==> src/rtl/ca_pkg.sv <==
// Purpose: shared constants and types for the command/address link
// Assumes: both ends run on one 250 MHz sys_clk
// Notes: bit k of a cmd_addr_bit vector is link bit k (bit 0 first)
`default_nettype none
package ca_pkg;
  localparam int CA_W = 10;
  localparam int ROW_W = 15;
  localparam int COL_W = 12;
  localparam int BANK_W = 3;
  localparam int MR_W = 8;
  localparam int NUM_BANKS = 8;
  localparam int PER_BANK_REFRESH_BANKS = 8;
  // rising-half opcodes on link bits 3..0
  localparam logic [3:0] OP_MRW = 4'h0;
  localparam logic [3:0] OP_MRR = 4'h8;
  localparam logic [3:0] OP_REF_BANK = 4'h4;
  localparam logic [3:0] OP_REF_ALL = 4'hc;
  localparam logic [3:0] OP_PRECHARGE = 4'hb;
  localparam logic [3:0] OP_BST = 4'h3;
  localparam logic [1:0] OP_ACT = 2'h2;
  localparam logic [2:0] OP_WRITE = 3'h1;
  localparam logic [2:0] OP_READ = 3'h5;
  localparam logic [2:0] OP_SELF_REFRESH_STATE = 3'h4;
  localparam logic [2:0] OP_DPD = 3'h3;
  // field positions within the two halves
  localparam int RISE_MR_POS = 4;
  localparam int RISE_ROW_POS = 2;
  localparam int RISE_AB_POS = 4;
  localparam int RISE_COL_POS = 5;
  localparam int RISE_BANK_POS = 7;
  localparam int FALL_AP_POS = 0;
  localparam int FALL_COL_POS = 1;
  localparam int FALL_OP_POS = 2;
  // controller register map, byte offsets
  localparam logic [3:0] REG_CMD = 4'h0;
  localparam logic [3:0] REG_ADDR = 4'h4;
  localparam logic [3:0] REG_MODE = 4'h8;
  localparam logic [3:0] REG_STATUS = 4'hc;
  localparam int CMD_CODE_POS = 0;
  localparam int CMD_AP_POS = 4;
  localparam int CMD_AB_POS = 5;
  localparam int CMD_BANK_POS = 8;
  localparam int ADDR_ROW_POS = 0;
  localparam int ADDR_COL_POS = 16;
  localparam int MODE_IDX_POS = 0;
  localparam int MODE_OP_POS = 8;
  localparam int STAT_BUSY_POS = 0;
  localparam int STAT_PWR_POS = 1;
  localparam int STAT_ERR_POS = 3;
  // timing
  localparam int CLK_MHZ = 250;
  localparam int POWERDOWN_EXIT_NS = 20;
  localparam int SELFREFRESH_EXIT_NS = 200;
  localparam logic [15:0] POWERDOWN_EXIT_CYCLES = 16'((POWERDOWN_EXIT_NS * CLK_MHZ + 999) / 1000);
  localparam logic [15:0] SELFREFRESH_EXIT_CYCLES =
    16'((SELFREFRESH_EXIT_NS * CLK_MHZ + 999) / 1000);
  localparam int AP_CNT_W = 4;
  localparam logic [AP_CNT_W-1:0] AUTOPRE_DELAY_CYCLES = 4'h8;
  localparam logic [CA_W-1:0] CA_RESET = 10'h000;

  typedef enum logic [3:0] {
    cmd_nop, cmd_mrw, cmd_mrr, cmd_ref_bank, cmd_ref_all, cmd_activate, cmd_write,
    cmd_read, cmd_precharge, cmd_bst, cmd_enter_self_refresh_state, cmd_enter_dpd, cmd_enter_pd, cmd_exit
  } cmd_type;

  typedef enum logic [1:0] {
    pwr_active, pwr_power_down, pwr_self_refresh, pwr_deep_pd
  } power_type;
endpackage : ca_pkg
`default_nettype wire

==> src/rtl/ca_link_if.sv <==
// Purpose: command/address link between controller and memory decoder
// Assumes: every signal is a sys_clk flop output of the controller
// Notes: ck is the divided link clock, half the sys_clk rate
`default_nettype none
interface ca_link_if;
  logic ck;
  logic cke;
  logic cs_n;
  logic [ca_pkg::CA_W-1:0] ca;
  modport ctrl (output ck, output cke, output cs_n, output ca);
  modport mem (input ck, input cke, input cs_n, input ca);
endinterface : ca_link_if
`default_nettype wire

==> src/rtl/ddr_command_address_decoder.sv <==
// Purpose: memory-side decoder of the double-rate command/address link
// Assumes: link signals come from sys_clk flops, so no synchronisers
// Notes: link clock edges are found by comparing ck with its last value
//
// Behaviour
// - controller reinitialises after any illegal event; here the decoder only pulses illegal and the issuer never sees it
// - command type from cs, bits 0-3, cke
// - capture bus at rise and following fall
// - mode write layout: index, operand halves
// - activate carries row and bank
// - auto precharge bank after access completes
// - lowest column bit is always zero
// - precharge carries bank and all-banks flag
// - bank commands act on named bank only
// - single-bank refresh only with eight banks
// - controller drives every unused bit defined
// - self refresh, deep power-down exit asynchronous
// - only no-ops during power-down exit time
// - only no-ops during self refresh exit time
`default_nettype none
module ddr_command_address_decoder #(
  parameter int BANKS = ca_pkg::NUM_BANKS
) (
  input wire logic sys_clk,
  input wire logic reset_n,
  ca_link_if.mem link,
  output logic cmd_valid,
  output var ca_pkg::cmd_type cmd,
  output logic [ca_pkg::BANK_W-1:0] bank,
  output logic [BANKS-1:0] bank_sel,
  output logic [ca_pkg::ROW_W-1:0] row,
  output logic [ca_pkg::COL_W-1:0] column,
  output logic [ca_pkg::MR_W-1:0] mode_reg_index,
  output logic [ca_pkg::MR_W-1:0] mode_reg_operand,
  output logic auto_precharge_flag,
  output logic all_banks_flag,
  output logic autopre_fire,
  output logic [ca_pkg::BANK_W-1:0] autopre_bank,
  output var ca_pkg::power_type power_state,
  output logic illegal
);
  import ca_pkg::*;

  logic ck_q_ff;
  logic cke_q_ff;
  logic cke_rise_ff;
  power_type pwr_ff;
  power_type nxt_pwr;
  logic pend_ff;
  cmd_type pend_cmd_ff;
  logic [CA_W-1:0] rise_ca_ff;
  logic cmd_valid_ff;
  cmd_type cmd_ff;
  logic [BANK_W-1:0] bank_ff;
  logic [BANKS-1:0] bank_sel_ff;
  logic [ROW_W-1:0] row_ff;
  logic [COL_W-1:0] col_ff;
  logic [MR_W-1:0] mr_idx_ff;
  logic [MR_W-1:0] mr_op_ff;
  logic ap_ff;
  logic ab_ff;
  logic [AP_CNT_W-1:0] ap_cnt_ff;
  logic [BANK_W-1:0] ap_bank_ff;
  logic ap_fire_ff;
  logic illegal_ff;

  // link clock edges as seen on sys_clk
  wire ck_rise = link.ck & ~ck_q_ff;
  wire ck_fall = ~link.ck & ck_q_ff;
  wire [3:0] op4 = link.ca[3:0];
  wire in_active = (pwr_ff == pwr_active);

  // command slot: cke high now and at the last rise, all sampled at rise
  wire cmd_slot = ck_rise & cke_rise_ff & link.cke & in_active;
  cmd_type rise_cmd;
  assign rise_cmd = link.cs_n ? cmd_nop :
    (op4 == OP_MRW) ? cmd_mrw :
    (op4 == OP_MRR) ? cmd_mrr :
    (op4 == OP_REF_BANK) ? cmd_ref_bank :
    (op4 == OP_REF_ALL) ? cmd_ref_all :
    (op4[1:0] == OP_ACT) ? cmd_activate :
    (op4[2:0] == OP_WRITE) ? cmd_write :
    (op4[2:0] == OP_READ) ? cmd_read :
    (op4 == OP_PRECHARGE) ? cmd_precharge :
    (op4 == OP_BST) ? cmd_bst : cmd_nop;

  // per-bank refresh is turned away on any build without eight banks
  wire ref_bad = cmd_slot & (rise_cmd == cmd_ref_bank) &
    (BANKS != PER_BANK_REFRESH_BANKS);
  wire take_rise = cmd_slot & (rise_cmd != cmd_nop) & ~ref_bad;
  wire fall_done = ck_fall & pend_ff;

  // low-power entry on a falling cke at a link rise
  wire entry_slot = ck_rise & cke_rise_ff & ~link.cke & in_active;
  cmd_type entry_cmd;
  assign entry_cmd = link.cs_n ? cmd_enter_pd :
    (op4[2:0] == OP_SELF_REFRESH_STATE) ? cmd_enter_self_refresh_state :
    (op4[2:0] == OP_DPD) ? cmd_enter_dpd : cmd_nop;
  wire entry_ok = entry_slot & (entry_cmd != cmd_nop);

  // power-down exit waits for a link rise with cs high
  wire pd_exit = ck_rise & ~cke_rise_ff & link.cke & link.cs_n &
    (pwr_ff == pwr_power_down);
  wire pd_bad = ck_rise & link.cke & ~link.cs_n & (pwr_ff == pwr_power_down);
  // link clock may be stopped here, so the cke rise is seen on sys_clk alone
  wire async_exit = link.cke & ~cke_q_ff &
    ((pwr_ff == pwr_self_refresh) | (pwr_ff == pwr_deep_pd));
  wire illegal_evt = (entry_slot & ~entry_ok) | ref_bad | pd_bad;

  assign nxt_pwr = (async_exit | pd_exit) ? pwr_active :
    ~entry_ok ? pwr_ff :
    (entry_cmd == cmd_enter_self_refresh_state) ? pwr_self_refresh :
    (entry_cmd == cmd_enter_dpd) ? pwr_deep_pd : pwr_power_down;

  // field extraction from the held rise half and the live fall half
  wire [CA_W-1:0] rh = rise_ca_ff;
  wire [CA_W-1:0] fh = link.ca;
  wire [BANK_W-1:0] f_bank = rh[RISE_BANK_POS +: BANK_W];
  wire [ROW_W-1:0] f_row = {fh[9:8], rh[RISE_ROW_POS +: 5], fh[7:0]};
  wire [COL_W-1:0] f_col = {fh[CA_W-1:FALL_COL_POS], rh[RISE_COL_POS +: 2], 1'b0};
  wire [MR_W-1:0] f_mr_idx = {fh[1:0], rh[RISE_MR_POS +: 6]};
  wire [MR_W-1:0] f_mr_op = fh[FALL_OP_POS +: MR_W];
  wire f_ap = fh[FALL_AP_POS] & ((pend_cmd_ff == cmd_read) | (pend_cmd_ff == cmd_write));
  wire f_ab = rh[RISE_AB_POS] & (pend_cmd_ff == cmd_precharge);
  wire bank_cmd = (pend_cmd_ff == cmd_activate) | (pend_cmd_ff == cmd_read) |
    (pend_cmd_ff == cmd_write) | (pend_cmd_ff == cmd_precharge);
  // a bank code beyond the build's bank count selects nothing
  wire [BANKS-1:0] one_bank = {{(BANKS-1){1'b0}}, 1'b1} << f_bank;
  wire [BANKS-1:0] f_sel = f_ab ? {BANKS{1'b1}} : bank_cmd ? one_bank : {BANKS{1'b0}};

  wire nxt_valid = fall_done | entry_ok | async_exit | pd_exit;
  cmd_type nxt_cmd;
  assign nxt_cmd = fall_done ? pend_cmd_ff : entry_ok ? entry_cmd : cmd_exit;

  // link edge history and power state
  always_ff @(posedge sys_clk or negedge reset_n) begin
    if (!reset_n) begin
      ck_q_ff <= 1'b0;
      cke_q_ff <= 1'b0;
      cke_rise_ff <= 1'b0;
      pwr_ff <= pwr_active;
    end else begin
      ck_q_ff <= link.ck;
      cke_q_ff <= link.cke;
      pwr_ff <= nxt_pwr;
      if (ck_rise) begin
        cke_rise_ff <= link.cke;
      end
    end
  end

  // hold the rising half until the falling half arrives
  always_ff @(posedge sys_clk or negedge reset_n) begin
    if (!reset_n) begin
      pend_ff <= 1'b0;
      pend_cmd_ff <= cmd_nop;
      rise_ca_ff <= CA_RESET;
    end else begin
      pend_ff <= take_rise | (pend_ff & ~fall_done);
      if (take_rise) begin
        pend_cmd_ff <= rise_cmd;
        rise_ca_ff <= link.ca;
      end
    end
  end

  // command strobe and type
  always_ff @(posedge sys_clk or negedge reset_n) begin
    if (!reset_n) begin
      cmd_valid_ff <= 1'b0;
      cmd_ff <= cmd_nop;
      illegal_ff <= 1'b0;
    end else begin
      cmd_valid_ff <= nxt_valid;
      illegal_ff <= illegal_evt;
      if (nxt_valid) begin
        cmd_ff <= nxt_cmd;
      end
    end
  end

  // decoded fields, updated only when a two-half command completes
  always_ff @(posedge sys_clk or negedge reset_n) begin
    if (!reset_n) begin
      bank_ff <= '0;
      bank_sel_ff <= '0;
      row_ff <= '0;
      col_ff <= '0;
      mr_idx_ff <= '0;
      mr_op_ff <= '0;
      ap_ff <= 1'b0;
      ab_ff <= 1'b0;
    end else if (fall_done) begin
      bank_ff <= f_bank;
      bank_sel_ff <= f_sel;
      row_ff <= f_row;
      col_ff <= f_col;
      mr_idx_ff <= f_mr_idx;
      mr_op_ff <= f_mr_op;
      ap_ff <= f_ap;
      ab_ff <= f_ab;
    end
  end

  // auto precharge after the access; a newer one replaces a pending one
  always_ff @(posedge sys_clk or negedge reset_n) begin
    if (!reset_n) begin
      ap_cnt_ff <= '0;
      ap_bank_ff <= '0;
      ap_fire_ff <= 1'b0;
    end else begin
      ap_fire_ff <= (ap_cnt_ff == 4'h1);
      if (fall_done & f_ap) begin
        ap_cnt_ff <= AUTOPRE_DELAY_CYCLES;
        ap_bank_ff <= f_bank;
      end else if (ap_cnt_ff != '0) begin
        ap_cnt_ff <= ap_cnt_ff - 4'h1;
      end
    end
  end

  assign cmd_valid = cmd_valid_ff;
  assign cmd = cmd_ff;
  assign bank = bank_ff;
  assign bank_sel = bank_sel_ff;
  assign row = row_ff;
  assign column = col_ff;
  assign mode_reg_index = mr_idx_ff;
  assign mode_reg_operand = mr_op_ff;
  assign auto_precharge_flag = ap_ff;
  assign all_banks_flag = ab_ff;
  assign autopre_fire = ap_fire_ff;
  assign autopre_bank = ap_bank_ff;
  assign power_state = pwr_ff;
  assign illegal = illegal_ff;
endmodule : ddr_command_address_decoder
`default_nettype wire

==> src/flat_wrapper.sv <==
// flat-port wrapper written by rule: the top's interface ports become plain ports
module ddr_command_address_decoder_flat import ca_pkg::*;
#(
  parameter int BANKS = ca_pkg::NUM_BANKS
)
  (sys_clk, reset_n, cmd_valid, cmd, bank, bank_sel, row, column, mode_reg_index, mode_reg_operand, auto_precharge_flag, all_banks_flag, autopre_fire, autopre_bank, power_state, illegal, link_ck, link_cke, link_cs_n, link_ca);
  ca_link_if link_i ();
  input wire logic sys_clk;
  input wire logic reset_n;
  output logic cmd_valid;
  output var ca_pkg::cmd_type cmd;
  output logic [ca_pkg::BANK_W-1:0] bank;
  output logic [BANKS-1:0] bank_sel;
  output logic [ca_pkg::ROW_W-1:0] row;
  output logic [ca_pkg::COL_W-1:0] column;
  output logic [ca_pkg::MR_W-1:0] mode_reg_index;
  output logic [ca_pkg::MR_W-1:0] mode_reg_operand;
  output logic auto_precharge_flag;
  output logic all_banks_flag;
  output logic autopre_fire;
  output logic [ca_pkg::BANK_W-1:0] autopre_bank;
  output var ca_pkg::power_type power_state;
  output logic illegal;
  input wire logic [$bits(link_i.ck)-1:0] link_ck;
  input wire logic [$bits(link_i.cke)-1:0] link_cke;
  input wire logic [$bits(link_i.cs_n)-1:0] link_cs_n;
  input wire logic [$bits(link_i.ca)-1:0] link_ca;
  assign link_i.ck = link_ck;
  assign link_i.cke = link_cke;
  assign link_i.cs_n = link_cs_n;
  assign link_i.ca = link_ca;
  ddr_command_address_decoder #(.BANKS(BANKS)) u_core (.sys_clk(sys_clk), .reset_n(reset_n), .link(link_i), .cmd_valid(cmd_valid), .cmd(cmd), .bank(bank), .bank_sel(bank_sel), .row(row), .column(column), .mode_reg_index(mode_reg_index), .mode_reg_operand(mode_reg_operand), .auto_precharge_flag(auto_precharge_flag), .all_banks_flag(all_banks_flag), .autopre_fire(autopre_fire), .autopre_bank(autopre_bank), .power_state(power_state), .illegal(illegal));
endmodule
==> config.mk <==
export PLATFORM = sky130hd
export DESIGN_NAME = ddr_command_address_decoder_flat
export DESIGN_NICKNAME = d
export VERILOG_FILES = /design/src/rtl/ca_pkg.sv /design/src/rtl/ca_link_if.sv /design/src/rtl/ddr_command_address_decoder.sv /design/src/flat_wrapper.sv
export SDC_FILE = /design/constraint.sdc
export NUM_CORES = 1
export LEC_CHECK = 0
export BUFFER_PORTS_ARGS = -buffer_cell sky130_fd_sc_hd__buf_2
export CAP_MARGIN = 20
export CELL_PAD_IN_SITES_DETAIL_PLACEMENT = 0
export CELL_PAD_IN_SITES_GLOBAL_PLACEMENT = 1
export CORE_MARGIN = 10
export CORE_UTILIZATION = 42
export DETAILED_ROUTE_END_ITERATION = 16
export GPL_ROUTABILITY_DRIVEN = 0
export PLACE_DENSITY = 0.91
export SYNTH_ARGS = -nofsm -noshare
export SYNTH_HDL_FRONTEND = slang
export SYNTH_SLANG_ARGS = --single-unit
==> constraint.sdc <==
create_clock -name sys_clk -period 3.6 [get_ports sys_clk]
set_input_delay 0 -clock sys_clk [delete_from_list [all_inputs] [get_ports sys_clk]]
set_output_delay 0 -clock sys_clk [all_outputs]
set_load 0.005 [all_outputs]
======== After elaboration in Yosys (flattened, before gate mapping) ========
Cells that the tools add are included.
storage, ports and cells
  register bits after elaboration ......... 89
  input bits .............................. 15
operators by class
  shifts and indexed selects .............. 1
  bitwise operators ....................... 43
  add/subtract/negate cells ............... 1
  reduce and logical (&&, ||, !) cells .... 7
  eq/ne operators ......................... 20
  mux-type cells .......................... 23
operators by type and width
  kind                                                 number
  two-way mux 4 bit                                    17
  AND 1 bit                                            24
  equality test 4 bit, second input constant           6
  equality test 4 x 3 -> 1 bit, second input constant  4
  two-way mux 8 bit                                    2
  nonzero test 4 bit                                   3
  bitwise OR 1 bit                                     11
  two-way mux 2 bit                                    4
  NOT 1 bit                                            8
  << shifter 1 x 3 -> 8 bit, first input constant      1
  equality test 2 bit, second input constant           3
  equality test 3 bit, second input constant           2
  equality test 4 x 1 -> 1 bit, second input constant  1
  equality test 4 x 2 -> 1 bit, second input constant  1
  logical NOT 4 bit                                    1
  nonzero test 2 bit                                   2
  subtractor 4 x 1 -> 4 bit, second input constant     1
  equality test 3 x 1 -> 1 bit, second input constant  1
  equality test 3 x 2 -> 1 bit, second input constant  1
  equality test 2 x 1 -> 1 bit, second input constant  1
  logical NOT 2 bit                                    1

======== Longest topological paths before layout ========
Gate-level depths: netlist (run 1).
  depth after elaboration ................. 14
  mapped depth ............................ 6
  gate-level depth less buffers ........... 5

======== Least setup slack after synthesis (run 1) ========
No wires, ideal clock.
  path type ............................... register to register
  from .................................... reg u_core.ck_q_ff
  to ...................................... reg u_core.ap_bank_ff[0], in the netlist u_core.autopre_bank[0]
  period minus slack after synthesis ...... 1598 ps
  cell stages (with the launch flop) ...... 6
  arrival ................................. 1473 ps
  slack ................................... 2002 ps
  buffers on the path ..................... 1
  cells stage by stage .................... dfrtp_1 -> and3b_1 -> clkbuf_1 -> nand2_1 -> nor3_4 -> mux2_2
between the ends
  cells in the longest elaborated chain, start to end .. 3
ends and longest elaborated chain
  element                 line                                text
  from (decl)             ddr_command_address_decoder.sv:44   logic ck_q_ff;
  from (signal assigned)  ddr_command_address_decoder.sv:143  ck_q_ff <= link.ck;
  AND 1 bit               ddr_command_address_decoder.sv:69   wire ck_fall = ~link.ck & ck_q_ff;
  AND 1 bit               ddr_command_address_decoder.sv:91   wire fall_done = ck_fall & pend_ff;
  AND 1 bit               ddr_command_address_decoder.sv:213  if (fall_done & f_ap) begin
  to (signal assigned)    ddr_command_address_decoder.sv:215  ap_bank_ff <= f_bank;
  to (decl)               ddr_command_address_decoder.sv:63   logic [BANK_W-1:0] ap_bank_ff;
No other way between the ends.
A chain may end at the register's enable or synchronous reset.

======== Final worst setup path (run 1) ========
Same ends and word-level chain as after synthesis.

==> results of run 1 <==
==> per-stage QoR <==
step / hold slack (ps) / worst slack [ps] / instance area (um2) / total power (uW)
6_report: 43.3 / 1720 / 3400 / 2390
5_1_grt: 41.0 / 1550 / 3400 / 2570
3_3_place_gp: 165 / 1800 / 3030 / 1690
3_5_place_dp: 177 / 1700 / 3030 / 1720
4_1_cts: 20.9 / 1680 / 3400 / 2430
2_1_floorplan: -296 / 2000 / 2770 / 1510
==> worst register-to-register path, delay by kind of cell, from the launching register on <==
| family | cells | cell delay, ps |
|---|---|---|
| DFF | 1 | 420 |
| and+or+nand+nor | 3 | 710 |
| buffers and inverters | 1 | 260 |
| muxes | 1 | 380 |
==> layout by cell type, fill, tap and decap left out, types with 3 or more instances in the layout <==
cell type / instances
o21ai_0: 5
nand2_1: 74
nor2_1: 9
nand3b_1: 3
mux2_2: 13
dlygate4sd3_1: 13
inv_1: 7
o211ai_1: 10
dfrtp_1: 60
clkbuf_8: 12
buf_4: 3
buf_2: 81
nand3_1: 3
==> timing repair <==
item,CTS,global route
hold endpoints to repair,81,0
setup buffers,0,0
hold buffers,13,0
==> flip-flops by register name, indices dropped and copies added, names as in the netlist <==
| name | cells |
|---|---|
| u_core.pend_ff | 1 |
| u_core.ck_q_ff | 1 |
| u_core.illegal | 1 |
| u_core.mode_reg_index | 7 |
| u_core.rh | 8 |
| u_core.pend_cmd_ff | 4 |
| u_core.cke_rise_ff | 1 |
| u_core.cmd | 4 |
| u_core.autopre_fire | 1 |
| u_core.row | 3 |
| u_core.power_state | 2 |
| u_core.autopre_bank | 3 |
| u_core.cmd_valid | 1 |
| u_core.ap_cnt_ff | 4 |
| u_core.all_banks_flag | 1 |
| u_core.bank_sel | 8 |
| u_core.cke_q_ff | 1 |
| u_core.mode_reg_operand | 8 |
| u_core.auto_precharge_flag | 1 |
==> cells by family (layout without fill, tap and decap cells) <==
group | Yosys count | count (layout) | share of synthesized area
AO/OA/AOI/OAI | 35 | 35 | 0.0944
buffers and inverters | 45 | 120 | 0.104
XOR/XNOR | 2 | 2 | 0.00633
AND/OR/NAND/NOR | 109 | 109 | 0.190
multiplexers | 13 | 13 | 0.0529
flip-flops | 60 | 60 | 0.542
adder cells (fa/ha/maj) | 2 | 2 | 0.00904
other | 1 | 1 | 0.00135
==> cells in the mapped netlist (all sizes together), types with 3 or more instances <==
master / instances
buf: 32
clkbuf: 6
dfrtp: 60
inv: 7
mux2: 13
nand2: 74
nand3: 3
nand3b: 3
nor2: 9
nor3: 3
o211ai: 10
o21ai: 5
or3: 3
==> power by group through the flow <==
stage               sequential [uW]  clock, uW  combinational [uW]
finish                         1050        696                 644
global route                   1090        745                 738
floorplan                      1040          0                 471
global placement               1050          0                 638
CTS                            1060        711                 664
detailed placement             1070          0                 653
==> worst min-delay path by stage <==
stage | cells past startpoint | slack (ps) | from | to
detailed placement | 1 | 180 | link_ck | u_core.ck_q_ff
global route | 3 | 40 | link_ca[0] | u_core.pend_cmd_ff[1]
floorplan | 0 | -300 | reset_n | u_core.all_banks_flag
global placement | 1 | 170 | link_ck | u_core.ck_q_ff
finish | 3 | 40 | link_ca[0] | u_core.pend_cmd_ff[1]
CTS | 3 | 20 | link_ca[0] | u_core.pend_cmd_ff[1]
==> area by class of cell <==
cell class / instances / area [um2] / area share
Clock buffer: 12 / 165 / 0.0486
Clock inverter: 4 / 70.1 / 0.0206
Inverter: 7 / 26.3 / 0.00773
Multi-Input combinational cell: 162 / 980 / 0.288
Sequential cell: 60 / 1500 / 0.442
Tap cell: 77 / 96.3 / 0.0284
Timing Repair Buffer: 97 / 558 / 0.164
==> layer usage <==
metal,up-vias,part of all wire
met4,0,0.0070
met2,62,0.52
met1,1033,0.41
li1,1010,-
met5,-,0
met3,6,0.068
==> metrics, run 1 <==
sequential share of power=0.440; final net count=between 300 and 400; max-cap viol count=0; GRT busiest layer=met2; first-pass GRT wire length=11000 um; Clock Skew=just under 7 ps; largest net degree at the start of global routing=61; clock sinks=60; DP Wirelength=4850 um; Synthesis Warnings=0; Slew @ Worst Pin=740 ps; share of post-route cells with drive strength above 1=0.351; post-route ant nets=0; Fmax=0.531 GHz; fin cells=roughly 420; Buf/Inv on CP=1; CTS Buf Count=9; top_reg_cell synth=dfrtp_1; Post-synth EDFFs=0; worst-path maximum fanout=23; final wirelength=between 6000 and 7000 um; Syn Inst Count=267; crit path time final=between 1500 and 2000 ps; CTS H-tree lvls=3; Internal=~1700 uW; Area Growth Syn to Fin=22.7%; wire per inst=roughly 16 um; GRT overflow=0; Critical Path RT=roughly 3800 ps; Max stage delay on crit path=420 ps; syn_area_per_cell=between 10 and 15 um2; GR Layer Usage met3=0.0531; Crit-path slowest cell=dfrtp_1; reg2reg setup slack=about 1700 ps; met1 GRT Util=0.159; Mapped Area=about 2800 um2; worst r2r src=u_core.ck_q_ff; CP arrival=approximately 2100 ps; crit path capture=u_core.autopre_bank[0]; Synth area leader=dfrtp_1; M2 GR Usage=0.215; via count=approximately 2.1k; Die W=around 100 um; clk slew on worst S/H paths=about 60 ps; drt initial violations=between 100 and 150; setup TNS=0 ps; reg-to-reg endpoint=u_core.autopre_bank[0]; gr usage total=0.132; setup violators final=0; CP Launch Type=flop; Seq cells post-synth=60; row count=29; vias in the first global route=approximately 2.2k; Crit. End Element=flop; post-synthesis async set-or-reset flop share=1.00; Core Box Area=6390 um2; worst min path class=primary input to flop; switching power=around 740 uW; run status=finished, final reports clean; CP Cell Sequence=and3b_1 -> buf_4 -> nand2_1 -> nor3_4 -> mux2_2; syn nets=284; top cell type's share of synthesized area=0.542; Synth cell types=50; peak supply drop=0.351 mV; pwr/cell area=705 nW/um2; WS Path Type=flop to flop; Max Slew Vio Count=0; CTS max path bufs=2; CP delay by family, top=simple AND/OR/NAND/NOR gates; drt pass-1 iters=4; Starting Density=0.434; Combinational Power Share=0.269; WP depth=5; Finished Core Util=0.532; switching share of power=0.308; Setup crit start=u_core.ck_q_ff; root buffer cell=clkbuf_8; Skew-Pair Late Insertion Delay=about 330 ps; RSZ-0062 raised after global routing=no; Worst R2R Path Depth=5; I/O Buffers=roughly 80; # DRC=0; die footprint=roughly 10000 um2; top cells by area, synth=dfrtp_1 (54%), nand2_1 (10%), buf_4 (7.9%), mux2_2 (5.3%), o211ai_1 (2.7%); DP Cell Count=a little under 400; Clk pwr share=0.291; CTS tree=done; fillcell total=about 580; Avg Vias per Cell=around 5.0; post-CTS sizing=0; Rel. slew slack=0.507; Seq/Total Area, Yosys=0.542; die height=between 100 and 150 um; antenna violations before repair=0; Leak=between 0.0015 and 0.002 uW; n_diodes=0; final hold violations=0; I/O pin count=83; fin crit share=0.523
No activity file was read; power rests on OpenSTA's default activity.
==> run 2, diff against run 1 <==
CORE_UTILIZATION = 35   (was 42)
PLACE_DENSITY = 0.81   (was 0.91)
clock period = 1.6 ns   (was 3.6 ns; I/O delays follow)
==> run 2 against run 1 <==
Net effect:
- sequential power is 130% higher
- via count is 0.95% lower
- largest power group unchanged
- routed wire length is 1.7% higher
- highest routed layer unchanged
- first-iteration DRC count is 16% lower
- die area is 16% higher
- utilization is 7.3 points lower
- critical path depth is 1 higher
- global-route usage is 1.3 points lower
- flip-flop and latch count stayed put
- count of clock-buffer cells in the layout is 2 lower
- hold slack better by 20 ps
- worst setup slack worse by 1700 ps
==> metrics, run 2 (synthesis gave the netlist of run 1 again) <==
run status=finished, final reports clean; clk slew on worst S/H paths=70 ps; Crit. End Element=flop; drt pass-1 iters=4; crit path capture=u_core.power_state[0]; final hold violations=0; RSZ-0062 raised after global routing=yes; pre-CTS WS=approximately 1.5 ps; CP Launch Type=primary input; drt initial violations=95; Area Growth Syn to Fin=28.1%; max-cap viol count=0; CTS H-tree lvls=3; setup violators final=0; largest net degree at the start of global routing=slightly above 60; switching share of power=0.310; worst-path maximum fanout=4; Starting Density=0.358; CTS tree=done; Avg Vias per Cell=roughly 4.6; gr usage total=0.119; vias in the first global route=between 2k and 2.5k; Core Box Area=7730 um2; CTS max path bufs=2; n_diodes=0; total power=approximately 5500 uW; Setup crit start=link_ca[1]; Combinational Power Share=0.268; Worst R2R Path Depth=4; Clock Skew=about 8.1 ps; post-route ant nets=0; first-pass GRT wire length=11100 um; WS Path Type=primary input to flop; switching power=between 1500 and 2000 uW; # DRC=0; GRT overflow=0; Skew-Pair Late Insertion Delay=340 ps; row count=32; reg-to-reg endpoint=u_core.power_state[0]; clock sinks=60; Fmax=0.635 GHz; final net count=approximately 370; die height=between 100 and 150 um; antenna violations before repair=0; crit path time final=roughly 1600 ps; DP Wirelength=4970 um; pwr/cell area=roughly 1600 nW/um2; Setup WS post-layout=roughly 25 ps; fin crit share=0.984; worst r2r src=u_core.ck_q_ff; Critical Path RT=1830 ps; Leak=0.00190 uW; worst min path class=primary input to flop; CTS Buf Count=9; Hold Crit Start=link_ca[2]; die footprint=11900 um2; Internal=roughly 3800 uW; wire per inst=about 15 um; I/O Buffers=81; via count=2091; I/O pin count=83; root buffer cell=clkbuf_8; final wirelength=around 6700 um; Die W=around 110 um; Worst Hold Slack=63.3 ps; commonest non-fill, non-tap cell in the layout=buf_2; Clk pwr share=0.301; CP arrival=approximately 1800 ps; fillcell total=about 740; reg2reg setup slack=about 25 ps; sequential share of power=0.430; highest-count cells in the layout ignoring fill and taps=buf_2 (81), nand2_1 (74), dfrtp_1 (60); share of post-route cells with drive strength above 1=0.380; peak supply drop=approximately 0.43 mV; Max Slew Vio Count=0
run 2: metrics by stage:
| stage | TNS [ps] | cells | utilization | instance area, um2 |
|---|---|---|---|---|
| final | 0 | 455 | 0.459 | 3550 |
| after global routing | -105 | 455 | 0.459 | 3550 |
| after CTS | 0 | 454 | 0.455 | 3520 |
| after detailed placement | 0 | 425 | 0.408 | 3150 |
| after global placement | 0 | 425 | 0.408 | 3150 |
| after floorplan | 0 | 267 | - | 2770 |
run 2: layout make-up:
| class | count | area, um2 | share of cell area |
|---|---|---|---|
| Clock buffer | 10 | 128 | 0.0360 |
| Clock inverter | 6 | 113 | 0.0318 |
| Inverter | 7 | 26.3 | 0.00741 |
| Multi-Input combinational cell | 162 | 996 | 0.281 |
| Sequential cell | 60 | 1500 | 0.423 |
| Tap cell | 102 | 128 | 0.0360 |
| Timing Repair Buffer | 108 | 654 | 0.185 |
run 2: worst min-delay path by stage:
stage                                 end  slack (ps)  cells past startpoint
4_1_cts        u_core.mode_reg_operand[0]          60                      4
2_1_floorplan       u_core.all_banks_flag        -300                      0
6_report       u_core.mode_reg_operand[0]          60                      4
3_3_place_gp        u_core.all_banks_flag          30                      2
3_5_place_dp     u_core.mode_reg_index[4]          40                      2
5_1_grt             u_core.power_state[0]          80                      3
run 2: per-layer routing:
metal / global-route usage / wire length, um
met5: 0 / 0
met1: 0.137 / 2770
met3: 0.0484 / 522
met2: 0.192 / 3310
met4: 0.0480 / 96
run 2: worst max-delay path, cell delays in order:
cell and delay, ps:
dlygate4sd3_1 530, buf_2 130, or3b_4 400, o21a_1 130
or3_4 390, o221a_1 230
run 2: timing repair:
action / CTS / global route
pin swaps: 1 / 4
hold buffers: 12 / 0
setup endpoints to repair: 1 / 16
buffers inserted: 1 / 1
resized for setup: 0 / 4
endpoints found under the hold margin: 80 / 0
run 2: power by group through the flow:
| stage | sequential [uW] | clock, uW | combinational (uW) |
|---|---|---|---|
| 2_1_floorplan | 2340 | 0 | 1060 |
| 3_3_place_gp | 2370 | 0 | 1460 |
| 3_5_place_dp | 2400 | 0 | 1500 |
| 4_1_cts | 2370 | 1690 | 1530 |
| 5_1_grt | 2460 | 1780 | 1660 |
| 6_report | 2370 | 1660 | 1480 |
